File: src/lsgpc_pkg.sv
// Purpose: constants and state type for the lamp, aux and glass controller
// Assumes: 8-bit register port, 4-bit register address
// Notes:   offsets are byte addresses on the plain register port
package lsgpc_pkg;

    // ==========================================================
    // widths
    localparam int unsigned ADDR_W = 4;
    localparam int unsigned DATA_W = 8;
    localparam int unsigned LAMP_N = 3;
    localparam int unsigned CODE_W = 6;

    // ==========================================================
    // register offsets
    localparam logic [ADDR_W-1:0] OFS_SYS_CTRL    = 4'h0;
    localparam logic [ADDR_W-1:0] OFS_HS_OUT_CTRL = 4'h1;
    localparam logic [ADDR_W-1:0] OFS_HS_FAULTS   = 4'h4;
    localparam logic [ADDR_W-1:0] OFS_GLASS_STAT  = 4'h5;
    localparam logic [ADDR_W-1:0] OFS_GLASS_CODE  = 4'h6;
    localparam logic [ADDR_W-1:0] OFS_IRQ_FLAGS   = 4'h8;
    localparam logic [ADDR_W-1:0] OFS_IRQ_MASK    = 4'h9;

    // ==========================================================
    // field positions
    localparam int unsigned POS_POWER_STAGES_ENABLE      = 7;  // sys ctrl
    localparam int unsigned POS_HOT_SDDIS = 3;  // sys ctrl
    localparam int unsigned POS_LAMP_ON   = 0;  // hs out, 3 bits
    localparam int unsigned POS_LAMP_PWM  = 3;  // hs out, 3 bits
    localparam int unsigned POS_AUX_ON    = 7;  // hs out
    localparam int unsigned POS_LAMP_OC   = 0;  // hs faults, 3 bits
    localparam int unsigned POS_AUX_OC    = 4;  // hs faults
    localparam int unsigned POS_GL_REG    = 7;  // glass stat
    localparam int unsigned POS_GL_TEST   = 6;  // glass stat
    localparam int unsigned POS_GL_SUP    = 5;  // glass stat
    localparam int unsigned POS_GL_SHORT  = 1;  // glass stat
    localparam int unsigned POS_GL_OPEN   = 0;  // glass stat
    localparam int unsigned POS_HOT_FLAG  = 0;  // irq flags / mask

    // ==========================================================
    // synchroniser lanes of the pin inputs
    localparam int unsigned SY_PWM    = 0;
    localparam int unsigned SY_HOT    = 1;
    localparam int unsigned SY_HOT2   = 2;
    localparam int unsigned SY_LOC    = 3;  // 3 lanes
    localparam int unsigned SY_AUXOC  = 6;
    localparam int unsigned SY_GSHORT = 7;
    localparam int unsigned SY_GOPEN  = 8;
    localparam int unsigned SYNC_W    = 9;

    // ==========================================================
    // reset values
    localparam logic [DATA_W-1:0] RST_BYTE = 8'h00;
    localparam logic [CODE_W-1:0] RST_CODE = 6'h00;

    typedef struct packed {
        logic [SYNC_W-1:0] sync1;
        logic [SYNC_W-1:0] sync2;
        logic              pwm_prev;
        logic              power_stages_enable;
        logic              hot_sd_dis;
        logic              hot_mask;
        logic              hot_flag;
        logic [LAMP_N-1:0] lamp_on;
        logic [LAMP_N-1:0] lamp_pwm;
        logic              aux_on;
        logic [LAMP_N-1:0] lamp_oc;
        logic [LAMP_N-1:0] lamp_cut;
        logic              aux_oc;
        logic              gl_reg;
        logic              gl_sup;
        logic              gl_test;
        logic              gl_short;
        logic              gl_open;
        logic [CODE_W-1:0] gl_code;
        logic [DATA_W-1:0] rd_data;
        logic [LAMP_N-1:0] lamp_drv;
        logic              aux_drv;
        logic              hb_high_off;
        logic              hb_low_off;
        logic              h0_off;
        logic              stages_en;
        logic              gl_reg_drv;
        logic              gl_sup_drv;
        logic              gl_test_src;
        logic [CODE_W-1:0] gl_code_out;
        logic              irq;
    } lsgpc_state_t;

endpackage

File: src/lsgpc_top.sv
// Purpose: protection and control of three lamp switches, the switchable
//          aux 5 V output and the glass driver
// Assumes: pin inputs are asynchronous; one 250 MHz clock SYS_CLK
// Notes:   outputs lag the registers by one cycle and the pins by three
//
// Notes on behaviour
// RULE1: first hot threshold sets hot warning flag
// RULE2: hot interrupt only while its mask set
// RULE3: hot flag turns high sides off, unless disabled
// RULE4: hot flag write-one clears, not while hot
// RULE5: second threshold kills all stages if disabled
// RULE6: lamp over-current switches off, sets flag
// RULE7: pwm rising edge re-enables cut lamp driver; plain on mode (on bit without follow) waits for a written one instead
// RULE8: software judges short by flag duration
// RULE9: aux output needs stages enable and on
// RULE10: supply flags never touch aux output
// RULE11: aux over-current limits, sets flag only
// RULE12: lamp on bit holds switch on
// RULE13: pulse-follow bit makes lamp track pwm
// RULE14: lamp flag write-one clears, re-enables driver
// RULE15: aux flag write-one clears it
// RULE16: open-load test sets flag on high pin
// RULE17: open-load test disables glass drive
// RULE18: glass short sets flag, disables glass
// RULE19: glass short flag write-one clears, re-enables
// RULE20: glass open flag write-one clears, disables glass
// RULE21: six-bit glass voltage code, upper bits zero
// RULE22: regulator and supply enables, reset cleared
// RULE23: stages enable gates all power outputs; here the glass drives, test source and H0_OFF ignore it
// RULE24: shutdown-disable bit one blocks auto shutdown
// RULE25: on plus follow gives inrush limited start
//
// Local design decision: the plain strobed port.
module lsgpc_top (
    input  wire logic                           SYS_CLK,
    input  wire logic                           RSTN,
    input  wire logic [lsgpc_pkg::ADDR_W-1:0]   ADDR,
    input  wire logic [lsgpc_pkg::DATA_W-1:0]   WR_DATA,
    input  wire logic                           WR_STB,
    input  wire logic                           RD_STB,
    output logic      [lsgpc_pkg::DATA_W-1:0]   RD_DATA,
    input  wire logic                           PWM_IN,
    input  wire logic                           HOT_WARNING_EVENT,
    input  wire logic                           HOT_SECOND_THRESHOLD,
    input  wire logic [lsgpc_pkg::LAMP_N-1:0]   LAMP_OVERCURRENT,
    input  wire logic                           AUX_5V_OVERCURRENT,
    input  wire logic                           GLASS_SHORT,
    input  wire logic                           GLASS_OPEN_ABOVE,
    output logic      [lsgpc_pkg::LAMP_N-1:0]   LAMP_SWITCH_DRIVE,
    output logic                                AUX_5V_OUTPUT,
    output logic                                HB_HIGH_OFF,
    output logic                                HB_LOW_OFF,
    output logic                                H0_OFF,
    output logic                                POWER_STAGES_ENABLE,
    output logic                                GLASS_REGULATOR_DRIVE,
    output logic                                GLASS_SUPPLY_DRIVE,
    output logic                                GLASS_TEST_SOURCE,
    output logic      [lsgpc_pkg::CODE_W-1:0]   MIRROR_GLASS_CODE,
    output logic                                HOT_IRQ
);
    import lsgpc_pkg::*;

    lsgpc_state_t s_q;
    lsgpc_state_t s_d;

    logic [SYNC_W-1:0] pin;
    logic              pwm_rise;
    logic              wr_sys;
    logic              wr_hso;
    logic              wr_hsf;
    logic              wr_gls;
    logic              wr_glc;
    logic              wr_irf;
    logic              wr_irm;
    logic [LAMP_N-1:0] lamp_clr;
    logic              aux_clr;
    logic              short_clr;
    logic              open_clr;
    logic              hot_clr;
    logic              hs_kill;
    logic              all_kill;
    logic              hs_ok;
    logic              gl_ok;
    logic [LAMP_N-1:0] oc_ev;
    logic [DATA_W-1:0] rd_val;

    // ==========================================================
    // write decode and write-one-to-clear masks
    always_comb begin
        wr_sys    = WR_STB && (ADDR == OFS_SYS_CTRL);
        wr_hso    = WR_STB && (ADDR == OFS_HS_OUT_CTRL);
        wr_hsf    = WR_STB && (ADDR == OFS_HS_FAULTS);
        wr_gls    = WR_STB && (ADDR == OFS_GLASS_STAT);
        wr_glc    = WR_STB && (ADDR == OFS_GLASS_CODE);
        wr_irf    = WR_STB && (ADDR == OFS_IRQ_FLAGS);
        wr_irm    = WR_STB && (ADDR == OFS_IRQ_MASK);
        lamp_clr  = wr_hsf ? WR_DATA[POS_LAMP_OC +: LAMP_N] : '0;
        aux_clr   = wr_hsf && WR_DATA[POS_AUX_OC];
        short_clr = wr_gls && WR_DATA[POS_GL_SHORT];
        open_clr  = wr_gls && WR_DATA[POS_GL_OPEN];
        hot_clr   = wr_irf && WR_DATA[POS_HOT_FLAG];
    end

    // ==========================================================
    // read mux; unmapped offsets and reserved bits read zero
    always_comb begin
        rd_val = RST_BYTE;
        unique case (ADDR)
            OFS_SYS_CTRL: begin
                rd_val[POS_POWER_STAGES_ENABLE]      = s_q.power_stages_enable;
                rd_val[POS_HOT_SDDIS] = s_q.hot_sd_dis;
            end
            OFS_HS_OUT_CTRL: begin
                rd_val[POS_LAMP_ON +: LAMP_N]  = s_q.lamp_on;
                rd_val[POS_LAMP_PWM +: LAMP_N] = s_q.lamp_pwm;
                rd_val[POS_AUX_ON]             = s_q.aux_on;
            end
            OFS_HS_FAULTS: begin
                rd_val[POS_LAMP_OC +: LAMP_N] = s_q.lamp_oc;
                rd_val[POS_AUX_OC]            = s_q.aux_oc;
            end
            OFS_GLASS_STAT: begin
                rd_val[POS_GL_REG]   = s_q.gl_reg;
                rd_val[POS_GL_TEST]  = s_q.gl_test;
                rd_val[POS_GL_SUP]   = s_q.gl_sup;
                rd_val[POS_GL_SHORT] = s_q.gl_short;
                rd_val[POS_GL_OPEN]  = s_q.gl_open;
            end
            OFS_GLASS_CODE: begin
                rd_val[CODE_W-1:0] = s_q.gl_code;  // RULE21
            end
            OFS_IRQ_FLAGS: begin
                rd_val[POS_HOT_FLAG] = s_q.hot_flag;
            end
            OFS_IRQ_MASK: begin
                rd_val[POS_HOT_FLAG] = s_q.hot_mask;
            end
            default: begin
                rd_val = RST_BYTE;
            end
        endcase
    end

    // ==========================================================
    // next state
    always_comb begin
        s_d = s_q;

        // pins pass two flops; only the second stage is read below
        s_d.sync1 = {GLASS_OPEN_ABOVE, GLASS_SHORT, AUX_5V_OVERCURRENT,
                     LAMP_OVERCURRENT, HOT_SECOND_THRESHOLD,
                     HOT_WARNING_EVENT, PWM_IN};
        s_d.sync2 = s_q.sync1;
        pin       = s_q.sync2;
        pwm_rise  = pin[SY_PWM] && !s_q.pwm_prev;
        s_d.pwm_prev = pin[SY_PWM];

        // software controlled bits
        if (wr_sys) begin
            s_d.power_stages_enable       = WR_DATA[POS_POWER_STAGES_ENABLE];          // RULE23
            s_d.hot_sd_dis = WR_DATA[POS_HOT_SDDIS];     // RULE24
        end
        if (wr_hso) begin
            s_d.lamp_on  = WR_DATA[POS_LAMP_ON +: LAMP_N];   // RULE12
            s_d.lamp_pwm = WR_DATA[POS_LAMP_PWM +: LAMP_N];  // RULE13
            s_d.aux_on   = WR_DATA[POS_AUX_ON];              // RULE9
        end
        if (wr_gls) begin
            s_d.gl_reg  = WR_DATA[POS_GL_REG];   // RULE22
            s_d.gl_sup  = WR_DATA[POS_GL_SUP];   // RULE22
            s_d.gl_test = WR_DATA[POS_GL_TEST];  // RULE17
        end
        if (wr_glc) begin
            s_d.gl_code = WR_DATA[CODE_W-1:0];   // RULE21
        end
        if (wr_irm) begin
            s_d.hot_mask = WR_DATA[POS_HOT_FLAG];
        end
        // clearing the open flag also drops both glass enables
        if (open_clr) begin
            s_d.gl_reg = 1'b0;  // RULE20
            s_d.gl_sup = 1'b0;  // RULE20
        end

        // hot flag: the live condition beats a clear, so no clear while hot
        s_d.hot_flag = pin[SY_HOT] || (s_q.hot_flag && !hot_clr);  // RULE1 RULE4
        hs_kill  = s_d.hot_flag && !s_q.hot_sd_dis;      // RULE3 RULE24
        all_kill = pin[SY_HOT2] && s_q.hot_sd_dis;       // RULE5
        hs_ok    = s_q.power_stages_enable && !hs_kill && !all_kill;    // RULE23

        // lamp switches; a fault is only seen while the switch conducts
        for (int i = 0; i < LAMP_N; i++) begin
            oc_ev[i] = pin[SY_LOC + i] && s_q.lamp_drv[i];
            s_d.lamp_oc[i] = oc_ev[i]
                             || (s_q.lamp_oc[i] && !lamp_clr[i]);  // RULE6 RULE14
            // cut holds the driver off until a pwm rising edge or a
            // written one; a set in the same cycle still wins
            s_d.lamp_cut[i] = oc_ev[i]
                              || (s_q.lamp_cut[i] && !pwm_rise
                                  && !lamp_clr[i]);  // RULE7 RULE14
            unique case ({s_q.lamp_pwm[i], s_q.lamp_on[i]})
                2'b00: s_d.lamp_drv[i] = 1'b0;
                2'b01: s_d.lamp_drv[i] = !s_d.lamp_oc[i];          // RULE6 RULE12
                2'b10: s_d.lamp_drv[i] = pin[SY_PWM]
                                         && !s_d.lamp_cut[i];      // RULE13 RULE7
                2'b11: s_d.lamp_drv[i] = !s_d.lamp_cut[i];         // RULE25
            endcase
            s_d.lamp_drv[i] = s_d.lamp_drv[i] && hs_ok;            // RULE3 RULE5
        end

        // aux output: limited in current, never switched off by a fault;
        // supply flags are not inputs here at all
        s_d.aux_oc  = pin[SY_AUXOC] || (s_q.aux_oc && !aux_clr);   // RULE11 RULE15
        s_d.aux_drv = s_q.power_stages_enable && s_q.aux_on && !all_kill;         // RULE9 RULE10

        // glass: a short latches and blocks drive until cleared
        s_d.gl_short = pin[SY_GSHORT]
                       || (s_q.gl_short && !short_clr);            // RULE18 RULE19
        s_d.gl_open  = (s_q.gl_test && pin[SY_GOPEN])
                       || (s_q.gl_open && !open_clr);              // RULE16 RULE20
        gl_ok = !s_q.gl_test && !s_d.gl_short && !all_kill;        // RULE17 RULE18
        s_d.gl_reg_drv  = s_q.gl_reg && gl_ok;                     // RULE22
        s_d.gl_sup_drv  = s_q.gl_sup && gl_ok;                     // RULE22
        s_d.gl_test_src = s_q.gl_test && !all_kill;                // RULE16
        s_d.gl_code_out = s_q.gl_code;

        // half-bridge and other stage kills
        s_d.hb_high_off = hs_kill || all_kill || !s_q.power_stages_enable;        // RULE3
        s_d.hb_low_off  = all_kill || !s_q.power_stages_enable;                   // RULE5
        s_d.h0_off      = all_kill;                                // RULE5
        s_d.stages_en   = s_q.power_stages_enable && !all_kill;                   // RULE23

        // interrupt request only through the mask
        s_d.irq = s_d.hot_flag && s_q.hot_mask;                    // RULE2

        // read data stand in the cycle after the strobe only
        s_d.rd_data = RD_STB ? rd_val : RST_BYTE;
    end

    // ==========================================================
    // state register
    always_ff @(posedge SYS_CLK or negedge RSTN) begin
        if (!RSTN) begin
            s_q <= '0;
        end else begin
            s_q <= s_d;
        end
    end

    // ==========================================================
    // outputs straight from flops
    assign RD_DATA               = s_q.rd_data;
    assign LAMP_SWITCH_DRIVE     = s_q.lamp_drv;
    assign AUX_5V_OUTPUT         = s_q.aux_drv;
    assign HB_HIGH_OFF           = s_q.hb_high_off;
    assign HB_LOW_OFF            = s_q.hb_low_off;
    assign H0_OFF                = s_q.h0_off;
    assign POWER_STAGES_ENABLE   = s_q.stages_en;
    assign GLASS_REGULATOR_DRIVE = s_q.gl_reg_drv;
    assign GLASS_SUPPLY_DRIVE    = s_q.gl_sup_drv;
    assign GLASS_TEST_SOURCE     = s_q.gl_test_src;
    assign MIRROR_GLASS_CODE     = s_q.gl_code_out;
    assign HOT_IRQ               = s_q.irq;

endmodule

File: config.mk
export PLATFORM = sky130hd
export DESIGN_NAME = lsgpc_top
export DESIGN_NICKNAME = d
export VERILOG_FILES = /design/src/lsgpc_pkg.sv /design/src/lsgpc_top.sv
export SDC_FILE = /design/constraint.sdc
export NUM_CORES = 1
export LEC_CHECK = 0
export BUFFER_PORTS_ARGS = -buffer_cell sky130_fd_sc_hd__buf_4
export CORE_UTILIZATION = 25
export DETAILED_ROUTE_END_ITERATION = 8
export GPL_TIMING_DRIVEN = 0
export PLACE_DENSITY = 0.51
export RECOVER_POWER = 25
export SYNTH_ARGS = -nofsm -noshare
export SYNTH_HDL_FRONTEND = slang
export SYNTH_SLANG_ARGS = --single-unit
File: constraint.sdc
create_clock -name SYS_CLK -period 1.8 [get_ports SYS_CLK]
set_input_delay 0.36 -clock SYS_CLK [delete_from_list [all_inputs] [get_ports SYS_CLK]]
set_output_delay 0.36 -clock SYS_CLK [all_outputs]
set_load 0.03 [all_outputs]
# == Word level (Yosys, flattened, before mapping) ==
# Cells that the tools add are included.
# word_totals
output_inout_bits,26
memories,0
word_cells,148
mem_bits_rw,0
regBits,74
inputBits,25
latchBits,0
rom_bits,0
# classes
n_lt_le_gt_ge,0
div_mod_pow,0
mul,0
n_reduce_logical,87
muxes,15
shifts,0
n_addsub,0
bitwise_logic,0
n_eq_ne,15
# ops
operator,n
$logic_and 1x1->1,48
$logic_not 1->1,21
$pmux 1 s4,4
$pmux 1 s3,5
$logic_or 1x1->1,13
$eq 2x2->1 const B,6
$eq 4x3->1 const B,3
$eq 4x4->1 const B,2
$mux 8,1
$eq 2x1->1 const B,3
$logic_not 2->1,3
$mux 3,2
$pmux 1 s6,1
$eq 4x1->1 const B,1
$logic_not 4->1,1
$mux 2,1
$reduce_bool 2->1,1
$mux 1,1

# == Longest topological paths before layout ==
# Gate-level depths: netlist of the first run.
# depth
ltp_word,11
ltp_mapped,5
ltp_nobuf,4

# == Worst setup path after synthesis of the first run ==
# Ideal clock, no wire load.
# synth_timing
kind,input-to-reg
start,input port ADDR[1] in the netlist's numbering
end,register s_q[53] in the netlist's numbering
path_buffers,1
stages,4
setup_ns,0.125
required_time_ns,1.675
t_arrival_ns,1.493
path_slack_ns,0.182
path_cell_list,buf_4 or3b_1 or3_4 mux2_4
# synth_via
elab_chain_len,2
# synth_lines
element,line,rtl
start: declaration,lsgpc_top.sv:37,"input wire logic [lsgpc_pkg::ADDR_W-1:0] ADDR,"
$logic_not 4->1,lsgpc_top.sv:90,wr_sys = WR_STB && (ADDR == OFS_SYS_CTRL);
$logic_and 1x1->1,lsgpc_top.sv:90,
end signal: assignment,lsgpc_top.sv:244,s_q <= '0;
end signal: assignment,lsgpc_top.sv:246,s_q <= s_d;
end: declaration,lsgpc_top.sv:63,lsgpc_state_t s_q;
# No other way between the ends.
# A chain may end at the register's enable or synchronous reset.

# == Final worst setup path of the first run ==
# layout_timing
start,input port ADDR[3] in the netlist's numbering
end,register s_q (netlist bit s_d[4])
# layout_via
elab_chain_len,2
# layout_lines
element,line,rtl
$eq 4x3->1,lsgpc_top.sv:94,wr_glc = WR_STB && (ADDR == OFS_GLASS_CODE);
$logic_and 1x1->1,lsgpc_top.sv:94,
# No other way between the ends.

==> metrics.sh, run 1 <==
CLK_PIN_SLEW_NS=0.06
CTSLONGESTPATHBUFFERS=2
WORST_SETUP_PATH_END_KIND='flop'
PIN_COUNT_OF_THE_BIGGEST_NET_ENTERING_GLOBAL_ROUTING=75
PLACED_CELLS=418
CRITICAL_PATH_PEAK_FANOUT=9
DRIVE_ABOVE_1_SHARE_PCT=35.7
CORE.ROWCOUNT=39
DR.FIRST_ITER.DRC_COUNT=55
DIE-HEIGHT_UM=110
DP_HPWL_UM=4150
CORE-AREA_SQ_MM=0.0114
WORSTREG2REGEND='RD_DATA[0]'
WORST_HOLD_PATH.NUM_CELLS=1
CELLLEAKAGEPOWER_nW=1.82
MASTER_CELL_OF_THE_CLOCK_ROOT_BUFFER='sky130_fd_sc_hd__clkbuf_16'
POST-CTS-SETUP-BUFFER-COUNT=0
FINAL_DESIGN_AREA_NO_FILL_SQ_MM=0.00382
SYNTH.FF_LATCH_COUNT=74
YOSYSSEQAREASHARE_PCT=63.2
INITIAL_UTILIZATION_PCT=25.6
SYNTH_AREA_PER_CELL_SQ_UM=13.0
SETUP.REG_TO_REG.WORST_SLACK_NS=0.52
HOLD_BUFFERS=0
DRT_PRE_ANTENNA_ITERS=4
ANTENNA_VIOLATIONS_BEFORE_REPAIR=0
POSTROUTEANTENNANETS=0
WIRE_PER_INST_UM=13.7
FINAL_NETS=311
SYNTH_ENABLE_FLOP_CELLS=0
REG2REG_DEPTH=4
RR_STARTPOINT='s_q[32]'
ACHIEVABLE-FREQUENCY_MHz=675
FINAL_CELLS=434
POWER.IR.VDD_WORST_V=0.000569
FINALMAXSLEWVIOLATIONS=0
WIRE_LENGTH_OF_THE_FIRST_GLOBAL_ROUTING_PASS_UM=9910
CP-STARTPOINT='ADDR[3]'
P_INT_W=0.00357
WORST_SLEW_PIN_SLEW_NS=1.00
GRT_SETUP_UNREPAIRED='false'
CLOCK_LATENCY_NS=0.33
FINALCLOCKSKEW_NS=0.00978
GRT_PASS1_VIAS=1922
SWITCHING_SHARE_OF_POWER_PCT=25.0
HOLD_ENDPOINT='s_d[60]'
DPL_CELL_AREA_SQ_MM=0.00348
YOSYS-TOP-CELLS-AREA='sky130_fd_sc_hd__dfrtp_1, sky130_fd_sc_hd__buf_4, sky130_fd_sc_hd__mux2_4'
ROUTABILITYCONGESTION=0.802
VIAS_PER_CELL=4.21
CELL_TAKING_THE_MOST_AREA_AFTER_SYNTHESIS='sky130_fd_sc_hd__dfrtp_1'
POSTSYNTHCELLCOUNT=225
CRIT_REQUIRED_NS=2.01
SWITCHING_PWR_W=0.00119
CP.ARRIVAL_NS=1.69
MAXSLEWHEADROOM_PCT=33.2
MAX_H_TREE_LEVEL=3
GRT_UTIL_ALL_LAYERS_PCT=11.3
HOLD_START='LAMP_OVERCURRENT[1]'
SYNTH.NET_COUNT=250
FINALSETUPVIOLATIONS=0
SYNTHFLOPTYPE='sky130_fd_sc_hd__dfrtp_1'
CTS.SINK_COUNT=74
P_PER_AREA_mW_PER_MM2=1250
FINALCRITICALPERIOD_NS=1.48
SYNTH_TOP_AREA_SHARE_PCT=63.2
TIMING_HOLD_VIOLATIONS_FINAL=0
YOSYS_WARNINGS=0
DETAIL_ROUTE.DRC_VIOLATIONS=0
SHARE_OF_SYNTHESIZED_REGISTERS_CARRYING_AN_ASYNC_SET_OR_RESET_PCT=100
FP.DIEW_UM=110
PATH_CLASS='in -> reg'
TRITONCTS_CLOCK_TREE='yes'
SYN_TO_FINAL_GROWTH_PCT=30.5
NUMBER_OF_DISTINCT_LIBRARY_CELLS_AFTER_SYNTHESIS=41
HP-CLASS='in -> reg'
PERIOD_SHARE_PCT=82.3
DR_TOTAL_VIAS=1828
ANTENNA-DIODE-COUNT=0
FP.DIEAREA_SQ_MM=0.0121
DRV.MAX_CAP_VIOLATION_COUNT=0
PWR-SHARE-SEQ_PCT=42.5
GRT_OVERFLOW_TOTAL=0
DRT_WL_TOTAL_UM=5970
CLKPWRFRAC_PCT=41.9
FINAL_COMMON_CELL='sky130_fd_sc_hd__dfrtp_1'
OUTCOME='complete, no violations'
START_KIND='input port'
LAYOUT_COMMON_CELLS='sky130_fd_sc_hd__dfrtp_1, sky130_fd_sc_hd__buf_4, sky130_fd_sc_hd__nand2_1'
COMBINATIONALPOWERSHARE_PCT=15.6
FILLERS=1173
NUMPORTBUFFERS=50
SYNTHESIS.AREA_SQ_MM=0.00293
IO-PIN-COUNT=51
CTS_MADE_BUFFERS=9
POST_CTS_RESIZED=0
[critical path, stage by stage]
cell and delay (ns):
sky130_fd_sc_hd__buf_4 0.14, sky130_fd_sc_hd__nand2b_1 0.27, sky130_fd_sc_hd__nor3b_4 0.38, sky130_fd_sc_hd__nand2_2 0.20, sky130_fd_sc_hd__mux2_1 0.35
[power groups by stage]
stage	clock network, W	registers (W)	logic [W]
after floorplan	0	0.00207	0.000433
after global placement	0	0.00205	0.000743
after detailed placement	0	0.00206	0.000752
after CTS	0.00205	0.00203	0.000754
after global routing	0.00212	0.00206	0.000820
final	0.00199	0.00202	0.000741
[per-layer routing]
metal	routed length [um]	vias to the layer above	track usage (%)
li1	-	889	-
met1	2840	885	14.5
met2	2750	47	17.1
met3	306	7	4.12
met4	70	0	4.51
met5	0	-	0
[cells in the mapped netlist (4+ instances only)]
cell	count
sky130_fd_sc_hd__nand2_1	13
sky130_fd_sc_hd__mux2_1	6
sky130_fd_sc_hd__a22oi_1	4
sky130_fd_sc_hd__inv_1	11
sky130_fd_sc_hd__buf_4	19
sky130_fd_sc_hd__mux2_4	8
sky130_fd_sc_hd__o21ai_0	12
sky130_fd_sc_hd__nor2b_1	9
sky130_fd_sc_hd__and3_1	5
sky130_fd_sc_hd__a22o_1	4
sky130_fd_sc_hd__mux2_2	5
sky130_fd_sc_hd__nor2_1	9
sky130_fd_sc_hd__a21oi_1	5
sky130_fd_sc_hd__dfrtp_1	74
[worst max-delay path by stage]
stage	end	slack, ns	depth (start not counted)
global placement	s_q[53]	-0.02	5
detailed placement	s_d[4]	-0.02	5
finish	s_d[4]	0.32	5
CTS	s_d[4]	0.34	5
global route	s_d[5]	0.26	5
floorplan	s_q[53]	0.18	4
[sequential cells by signal, indices dropped and copies added (netlist names)]
register	cells
MIRROR_GLASS_CODE	6
s_q	24
LAMP_SWITCH_DRIVE	3
GLASS_SUPPLY_DRIVE	1
RD_DATA	8
HOT_IRQ	1
GLASS_TEST_SOURCE	1
HB_HIGH_OFF	1
POWER_STAGES_ENABLE	1
GLASS_REGULATOR_DRIVE	1
s_d	15
pin	9
AUX_5V_OUTPUT	1
HB_LOW_OFF	1
H0_OFF	1
[final cells by class]
class                      instances  area [sq um]  area share (%)
timing repair buffer              50           375            9.82
tap                              143           179            4.68
clock buffer                      12           267            6.97
multi-input combinational        119           883            23.1
clock inverter                     4          72.6            1.90
sequential                        74          1850            48.5
buffer                            21           151            3.96
inverter                          11          41.3            1.08
[logic make-up (layout without fill, tap and decap cells)]
family	count (synthesis)	count (layout)	synth area share, %
AO/OA/AOI/OAI	37	37	8.38
buffers and inverters	32	98	6.58
flip-flops	74	74	63.2
multiplexers	21	21	9.02
AND/OR/NAND/NOR	61	61	12.8
[through the flow]
stage	utilization [%]	setup TNS, ns	setup WS [ns]	hold WS (ns)	total power, W
2_1_floorplan	-	0	0.182	0.0644	0.00251
6_report	33.5	0	0.319	0.152	0.00476
4_1_cts	33.5	0	0.336	0.117	0.00483
3_5_place_dp	30.5	-0.0889	-0.0181	0.335	0.00281
5_1_grt	33.5	0	0.262	0.136	0.00499
3_3_place_gp	30.5	-0.0345	-0.0156	0.335	0.00280
No activity file was read; power rests on OpenSTA's default activity.
==> inputs of run 2 (changes only) <==
- PLACE_DENSITY: 0.51 -> 0.52
- clock period: 1.8 -> 1.25 ns (I/O delays scaled with it)
==> run 2 against run 1 <==
Against the previous run:
- the run now ends with setup timing left
- worst hold slack got worse by 0.10 ns
- total power increased by 33%
- worst setup slack got worse by 0.33 ns
- die area unchanged
- non-clock buffer count decreased by 1
- sequential share of layout area decreased by 0.38 points
- via count decreased by 0.49%
- utilization increased by 0.26 points
- cell area increased by 0.79%
- sequential power increased by 45%
- largest power group unchanged
==> metrics.sh, run 2 (synthesis results as in run 1) <==
OUTCOME='complete, but fails checks'
FAILED_CHECKS='setup timing'
SETUP.REG_TO_REG.WORST_SLACK_NS=0.02  # -0.50 ns
FINAL_NETS=310  # -0.32%
NUMBER_OF_FLIP_FLOPS_UNDER_THE_LARGEST_REGISTER_NAME=24  # unchanged
WORST_SLEW_PIN_SLEW_NS=0.992  # -0.00911 ns
ANTENNA_VIOLATIONS_BEFORE_REPAIR=0  # unchanged
TOTAL_POWER_W=0.00632  # +33%
CLOCK_LATENCY_NS=0.33  # about the same
CORE.ROWCOUNT=39  # unchanged
FINALSETUPVIOLATIONS=2  # +2
DP_HPWL_UM=4210  # +1.3%
CTS_MADE_BUFFERS=9  # unchanged
ACHIEVABLE-FREQUENCY_MHz=796
DRIVE_ABOVE_1_SHARE_PCT=37.2  # +1.5 points
MAX_H_TREE_LEVEL=3  # unchanged
FP.DIEW_UM=110  # unchanged
FP.DIEAREA_SQ_MM=0.0121  # unchanged
FINALCLOCKSKEW_NS=0.00407  # -0.00571 ns
ROUTABILITYCONGESTION=0.768  # -4.2%
LAYOUT_COMMON_CELLS='sky130_fd_sc_hd__dfrtp_1, sky130_fd_sc_hd__buf_4, sky130_fd_sc_hd__nand2_1'
CTS.SINK_COUNT=74  # unchanged
MASTER_CELL_OF_THE_CLOCK_ROOT_BUFFER='sky130_fd_sc_hd__clkbuf_16'
START_KIND='input port'
REGISTERS.TOP_BY_FF_COUNT='s_q'
VIAS_PER_CELL=4.20  # -0.26%
GRT_OVERFLOW_TOTAL=0  # unchanged
P_PER_AREA_mW_PER_MM2=1640  # +32%
HOLD_BUFFERS=0  # unchanged
CLK_PIN_SLEW_NS=0.05  # about the same
DR_TOTAL_VIAS=1819  # -0.49%
POSTROUTEANTENNANETS=0  # unchanged
ANTENNA-DIODE-COUNT=0  # unchanged
DRT_WL_TOTAL_UM=5930  # -0.62%
WIRE_LENGTH_OF_THE_FIRST_GLOBAL_ROUTING_PASS_UM=9590  # -3.2%
CORE-AREA_SQ_MM=0.0114  # unchanged
GRT_PASS1_VIAS=1785  # -7.1%
FINALCRITICALPERIOD_NS=1.26
IO-PIN-COUNT=51  # unchanged
PERIOD_SHARE_PCT=100
FINAL_CELLS=433  # -0.23%
CRITICAL_PATH_PEAK_FANOUT=4  # -5
POWER.IR.VDD_WORST_V=0.000521  # -8.5%
TRITONCTS_CLOCK_TREE='yes'
FINALSETUPTNS_NS=-0.0101  # -0.0101 ns
WORST_SETUP_PATH_END_KIND='flop'
WIRE_PER_INST_UM=13.7  # -0.39%
GRT_SETUP_UNREPAIRED='true'
PLACED_CELLS=418  # unchanged
FIN_WS_NS=-0.00602  # -0.325 ns
PIN_COUNT_OF_THE_BIGGEST_NET_ENTERING_GLOBAL_ROUTING=75  # unchanged
DRV.MAX_CAP_VIOLATION_COUNT=0  # unchanged
DRT_PRE_ANTENNA_ITERS=6  # +2
DETAIL_ROUTE.DRC_VIOLATIONS=0  # unchanged
PATH_CLASS='in -> reg'
SYN_TO_FINAL_GROWTH_PCT=31.5
CP.ARRIVAL_NS=1.47  # -0.22 ns
CRIT_REQUIRED_NS=1.46  # -0.55 ns
PRE_CTS_SLACK_NS=-0.435  # -0.417 ns
DR.FIRST_ITER.DRC_COUNT=48  # -13%
DIE-HEIGHT_UM=110  # unchanged
CTSLONGESTPATHBUFFERS=2  # unchanged
INITIAL_UTILIZATION_PCT=25.6  # unchanged
FINALMAXSLEWVIOLATIONS=0  # unchanged
TIMING_HOLD_VIOLATIONS_FINAL=0  # unchanged
CELLLEAKAGEPOWER_nW=1.83  # +0.53%
FINAL_COMMON_CELL='sky130_fd_sc_hd__dfrtp_1'
NUMPORTBUFFERS=50  # unchanged
MAXSLEWHEADROOM_PCT=33.8  # +0.61 points
HP-CLASS='in -> reg'
GRT_UTIL_ALL_LAYERS_PCT=11.0  # -0.25 points
-- run 2: cell count changes in the layout (fill, tap and decap cells not counted), moves of 2 or more --
cell                        delta
sky130_fd_sc_hd__a22oi_1       -2
sky130_fd_sc_hd__a22oi_2       +2
sky130_fd_sc_hd__buf_4        -13
sky130_fd_sc_hd__buf_6        +12
sky130_fd_sc_hd__bufinv_16     -2
sky130_fd_sc_hd__clkbuf_1      +2
sky130_fd_sc_hd__clkbuf_8      -2
sky130_fd_sc_hd__clkinv_2      +2
-- run 2: layout make-up --
cell class                      count  area, sq um
Clock inverter                      3         15.0
Clock buffer                       13          250
Multi-Input combinational cell    119          933
Buffer                             17          129
Timing Repair Buffer               53          452
Fill cell                        1160         7570
Sequential cell                    74         1850
Inverter                           11         41.3
Tap cell                          143          179
-- run 2: power breakdown --
part           internal, W  switching [W]
combinational     0.000546       0.000561
sequential         0.00272       0.000203
clock              0.00139       0.000898
-- run 2: per-stage QoR --
step | utilization (%) | hold slack [ns] | cell area, sq um
global route | 33.7 | 0.0329 | 3850
detailed placement | 30.8 | 0.336 | 3510
finish | 33.7 | 0.0477 | 3850
global placement | 30.8 | 0.335 | 3510
floorplan | - | -0.0456 | 2960
CTS | 33.5 | 0.0128 | 3820
-- run 2: timing repair --
item                       in CTS  in global routing
hold endpoints to repair        0                  0
setup endpoints to repair       9                 25
pin swaps                       2                  1
gates cloned                    0                  0
setup buffers                   2                  1
gates resized for setup        11                 12
-- run 2: per-layer routing --
layer | vias up | part of all wire [%] | wire [um] | GRT usage, %
li1 | 891 | - | - | -
met1 | 886 | 48 | 2830 | 14.5
met2 | 34 | 46 | 2760 | 16.3
met3 | 8 | 4.3 | 256 | 3.00
met4 | 0 | 1.5 | 86 | 6.20
met5 | - | 0 | 0 | 0
-- run 2: final timing paths --
kind                                          start    endpoint  cells after the start
worst max-delay path                        ADDR[1]     s_q[53]                      4
worst min-delay path            LAMP_OVERCURRENT[1]     s_d[60]                      1
worst max register to register              s_q[32]  RD_DATA[0]                      4
worst min register to register              s_d[63]      pin[7]                      0
max in group asynchronous                      RSTN      pin[8]                      1
min in group asynchronous                      RSTN  RD_DATA[4]                      1
-- run 2: critical path, stage by stage --
cell                     delay [ns]
sky130_fd_sc_hd__buf_12        0.10
sky130_fd_sc_hd__or3b_4        0.39
sky130_fd_sc_hd__or3_4         0.42
sky130_fd_sc_hd__mux2_4        0.30
==> inputs of run 3 (changes only) <==
- CORE_UTILIZATION: 25 -> 35
- PLACE_DENSITY: 0.52 -> 0.65
- clock period: 1.25 -> 1.08 ns (I/O delays scaled with it)
==> run 3 against run 2 <==
Against the previous run:
- largest power group unchanged
- first-iteration DRC count is 110% higher
- cell area is 1.5% higher
- combinational power is 27% higher
- critical path type unchanged
- clock power is 3% lower
- register-to-register slack worse by 0.12 ns
- die area is 28% lower
- the flow finishes with violations (hold timing, setup timing)
- largest cell class unchanged
- via count is 0.93% higher
- clock-buffer cell count is 4 lower
- clock skew is 0.0025 ns higher
==> metrics.sh, run 3 (synthesis results as in run 1) <==
HOLDWS_NS=-0.00290  # -0.0506 ns
CP-STARTPOINT='ADDR[1]'
CORE-AREA_SQ_MM=0.00793  # -31%
DRIVE_ABOVE_1_SHARE_PCT=40.8  # +3.6 points
PATH_CELLS='buf_8 -> buf_8 -> or3b_4 -> or3_4 -> mux2_4'
SYN_TO_FINAL_GROWTH_PCT=33.5
FINAL_COMMON_CELL='sky130_fd_sc_hd__dfrtp_1'
DRT_WL_TOTAL_UM=5460  # -7.9%
DRV.MAX_CAP_VIOLATION_COUNT=0  # unchanged
MASTER_CELL_OF_THE_CLOCK_ROOT_BUFFER='sky130_fd_sc_hd__clkbuf_8'
FINALMAXSLEWVIOLATIONS=0  # unchanged
FINAL_DESIGN_AREA_NO_FILL_SQ_MM=0.00391  # +1.5%
DRT_PRE_ANTENNA_ITERS=4  # -2
OUTCOME='complete, but fails checks'
CTS.SINK_COUNT=74  # unchanged
WORST-PATH-BUF-INV=2  # +1
CLK_PIN_SLEW_NS=0.07  # +0.02 ns
REGISTERS.TOP_BY_FF_COUNT='s_q'
ANTENNA-DIODE-COUNT=0  # unchanged
POSTROUTEANTENNANETS=0  # unchanged
NUMPORTBUFFERS=50  # unchanged
ROUTABILITYCONGESTION=0.777  # +1.3%
CRIT_REQUIRED_NS=1.30  # -0.16 ns
VIAS_PER_CELL=4.70  # +12%
DETAIL_ROUTE.DRC_VIOLATIONS=0  # unchanged
PERIOD_SHARE_PCT=114
MAX_H_TREE_LEVEL=3  # unchanged
CRITICAL_PATH_PEAK_FANOUT=2  # -2
TIMING_HOLD_VIOLATIONS_FINAL=1  # +1
START_KIND='input port'
IO-PIN-COUNT=51  # unchanged
CTSLONGESTPATHBUFFERS=2  # unchanged
GRT_PASS1_VIAS=1850  # +3.6%
CTS_MADE_BUFFERS=9  # unchanged
WIRE_LENGTH_OF_THE_FIRST_GLOBAL_ROUTING_PASS_UM=9040  # -5.8%
CP.ARRIVAL_NS=1.45  # -0.02 ns
ANTENNA_VIOLATIONS_BEFORE_REPAIR=0  # unchanged
RR_STARTPOINT='s_q[41]'
FINALSETUPTNS_NS=-0.617  # -0.607 ns
GRT_SETUP_UNREPAIRED='true'
GRT_UTIL_ALL_LAYERS_PCT=13.9  # +2.8 points
FINALSETUPVIOLATIONS=10  # +8
FINALCRITICALPERIOD_NS=1.23
PATH_CLASS='in -> reg'
POWER.IR.VDD_WORST_V=0.000711  # +36%
CRITICAL-PATH-TOP-DELAY-FAMILY='simple AND/OR/NAND/NOR gates'
DP_HPWL_UM=3800  # -9.6%
MAXSLEWHEADROOM_PCT=41.3  # +7.4 points
FINALCLOCKSKEW_NS=0.00660  # +0.00253 ns
ACHIEVABLE-FREQUENCY_MHz=815
DR_TOTAL_VIAS=1836  # +0.93%
GRT_OVERFLOW_TOTAL=0  # unchanged
CRIT_PATH_MAX_INCR_DELAY_NS=0.36  # -0.06 ns
P_PER_AREA_mW_PER_MM2=1800  # +9.8%
TRITONCTS_CLOCK_TREE='yes'
FP.DIEAREA_SQ_MM=0.00873  # -28%
WORST_SLEW_PIN_SLEW_NS=0.881  # -0.111 ns
NUMBER_OF_FLIP_FLOPS_UNDER_THE_LARGEST_REGISTER_NAME=24  # unchanged
CELLLEAKAGEPOWER_nW=1.84  # +0.81%
WIRE_PER_INST_UM=14.0  # +2.0%
CLOCK_LATENCY_NS=0.34  # about the same
FAILED_CHECKS='hold timing, setup timing'
CRIT_TOP_CELL='sky130_fd_sc_hd__buf_8'
CORE.ROWCOUNT=32  # -18%
DR.FIRST_ITER.DRC_COUNT=99  # +110%
LAYOUT_COMMON_CELLS='sky130_fd_sc_hd__dfrtp_1, sky130_fd_sc_hd__buf_6, sky130_fd_sc_hd__buf_4'
WORST_SETUP_PATH_END_KIND='flop'
FP.DIEW_UM=93.5  # -15%
CRITICAL_PATH.SLOWEST_CELL='sky130_fd_sc_hd__or3b_4'
HP-CLASS='in -> async'
DIE-HEIGHT_UM=93.5  # -15%
FIN_WS_NS=-0.146  # -0.140 ns
INITIAL_UTILIZATION_PCT=36.9  # +11 points
DPL_CELL_AREA_SQ_MM=0.00349  # -0.57%
PIN_COUNT_OF_THE_BIGGEST_NET_ENTERING_GLOBAL_ROUTING=75  # unchanged
FINAL_NETS=310  # unchanged
[run 3: changes by cell type in the layout (fill, tap and decap cells not counted), sizes merged]
cell,delta
clkinvlp,+1
buf,-8
dlygate4sd3,+9
clkbuf,-5
bufinv,+2
[run 3: worst register-to-register path, delay by kind of cell (launching register included)]
kind	cells	cell delay, ns
AND/OR/NAND/NOR	1	0.16
flip-flops	1	0.39
multiplexers	1	0.28
AO/OA/AOI/OAI	2	0.24
[run 3: metal layers]
| layer | global-route usage, % | vias up | wire length, um |
|---|---|---|---|
| li1 | - | 889 | - |
| met1 | 17.8 | 891 | 2540 |
| met2 | 21.9 | 45 | 2590 |
| met3 | 3.09 | 11 | 232 |
| met4 | 7.31 | 0 | 97 |
| met5 | 0 | - | 0 |
[run 3: worst paths after layout]
kind	to	slack, ns	depth (start not counted)
worst max-delay path	s_q[53]	-0.15	5
worst min-delay path	s_d[61]	-0.003	1
worst max register to register	RD_DATA[0]	-0.10	4
worst min register to register	pin[6]	0.35	0
max in group asynchronous	s_q[54]	0.47	1
min in group SYS_CLK	s_q[34]	0.11	2
[run 3: final cells by class]
type	instances	area, sq um
Clock inverter	6	82.6
Timing Repair Buffer	67	631
Clock buffer	9	124
Tap cell	102	128
Inverter	11	41.3
Multi-Input combinational cell	119	1020
Buffer	3	31.3
Sequential cell	74	1850
Fill cell	720	4020
[run 3: what timing repair did]
item,CTS,global route
pin swaps,1,7
buffers inserted,5,3
hold buffers,9,0
gates resized for setup,37,13
endpoints found under the hold margin,9,0
setup endpoints to repair,51,46
gates cloned,0,0
[run 3: power breakdown]
group	switching (W)	internal, W	leakage [nW]	total, W
Clock	0.000944	0.00127	0.105	0.00222
Sequential	0.000263	0.00315	0.905	0.00341
Combinational	0.000666	0.000746	0.832	0.00141
[run 3: stage by stage]
| stage | util [%] | std cells | worst slack (ns) | hold WS [ns] | total power (W) |
|---|---|---|---|---|---|
| 2_1_floorplan | - | 225 | -0.360 | -0.0796 | 0.00423 |
| 3_3_place_gp | 44.0 | 377 | -0.562 | 0.326 | 0.00469 |
| 3_5_place_dp | 44.0 | 377 | -0.561 | 0.327 | 0.00473 |
| 4_1_cts | 48.4 | 389 | -0.137 | 0.0305 | 0.00707 |
| 5_1_grt | 49.3 | 391 | -0.150 | 0.0847 | 0.00740 |
| 6_report | 49.3 | 391 | -0.146 | -0.00290 | 0.00704 |
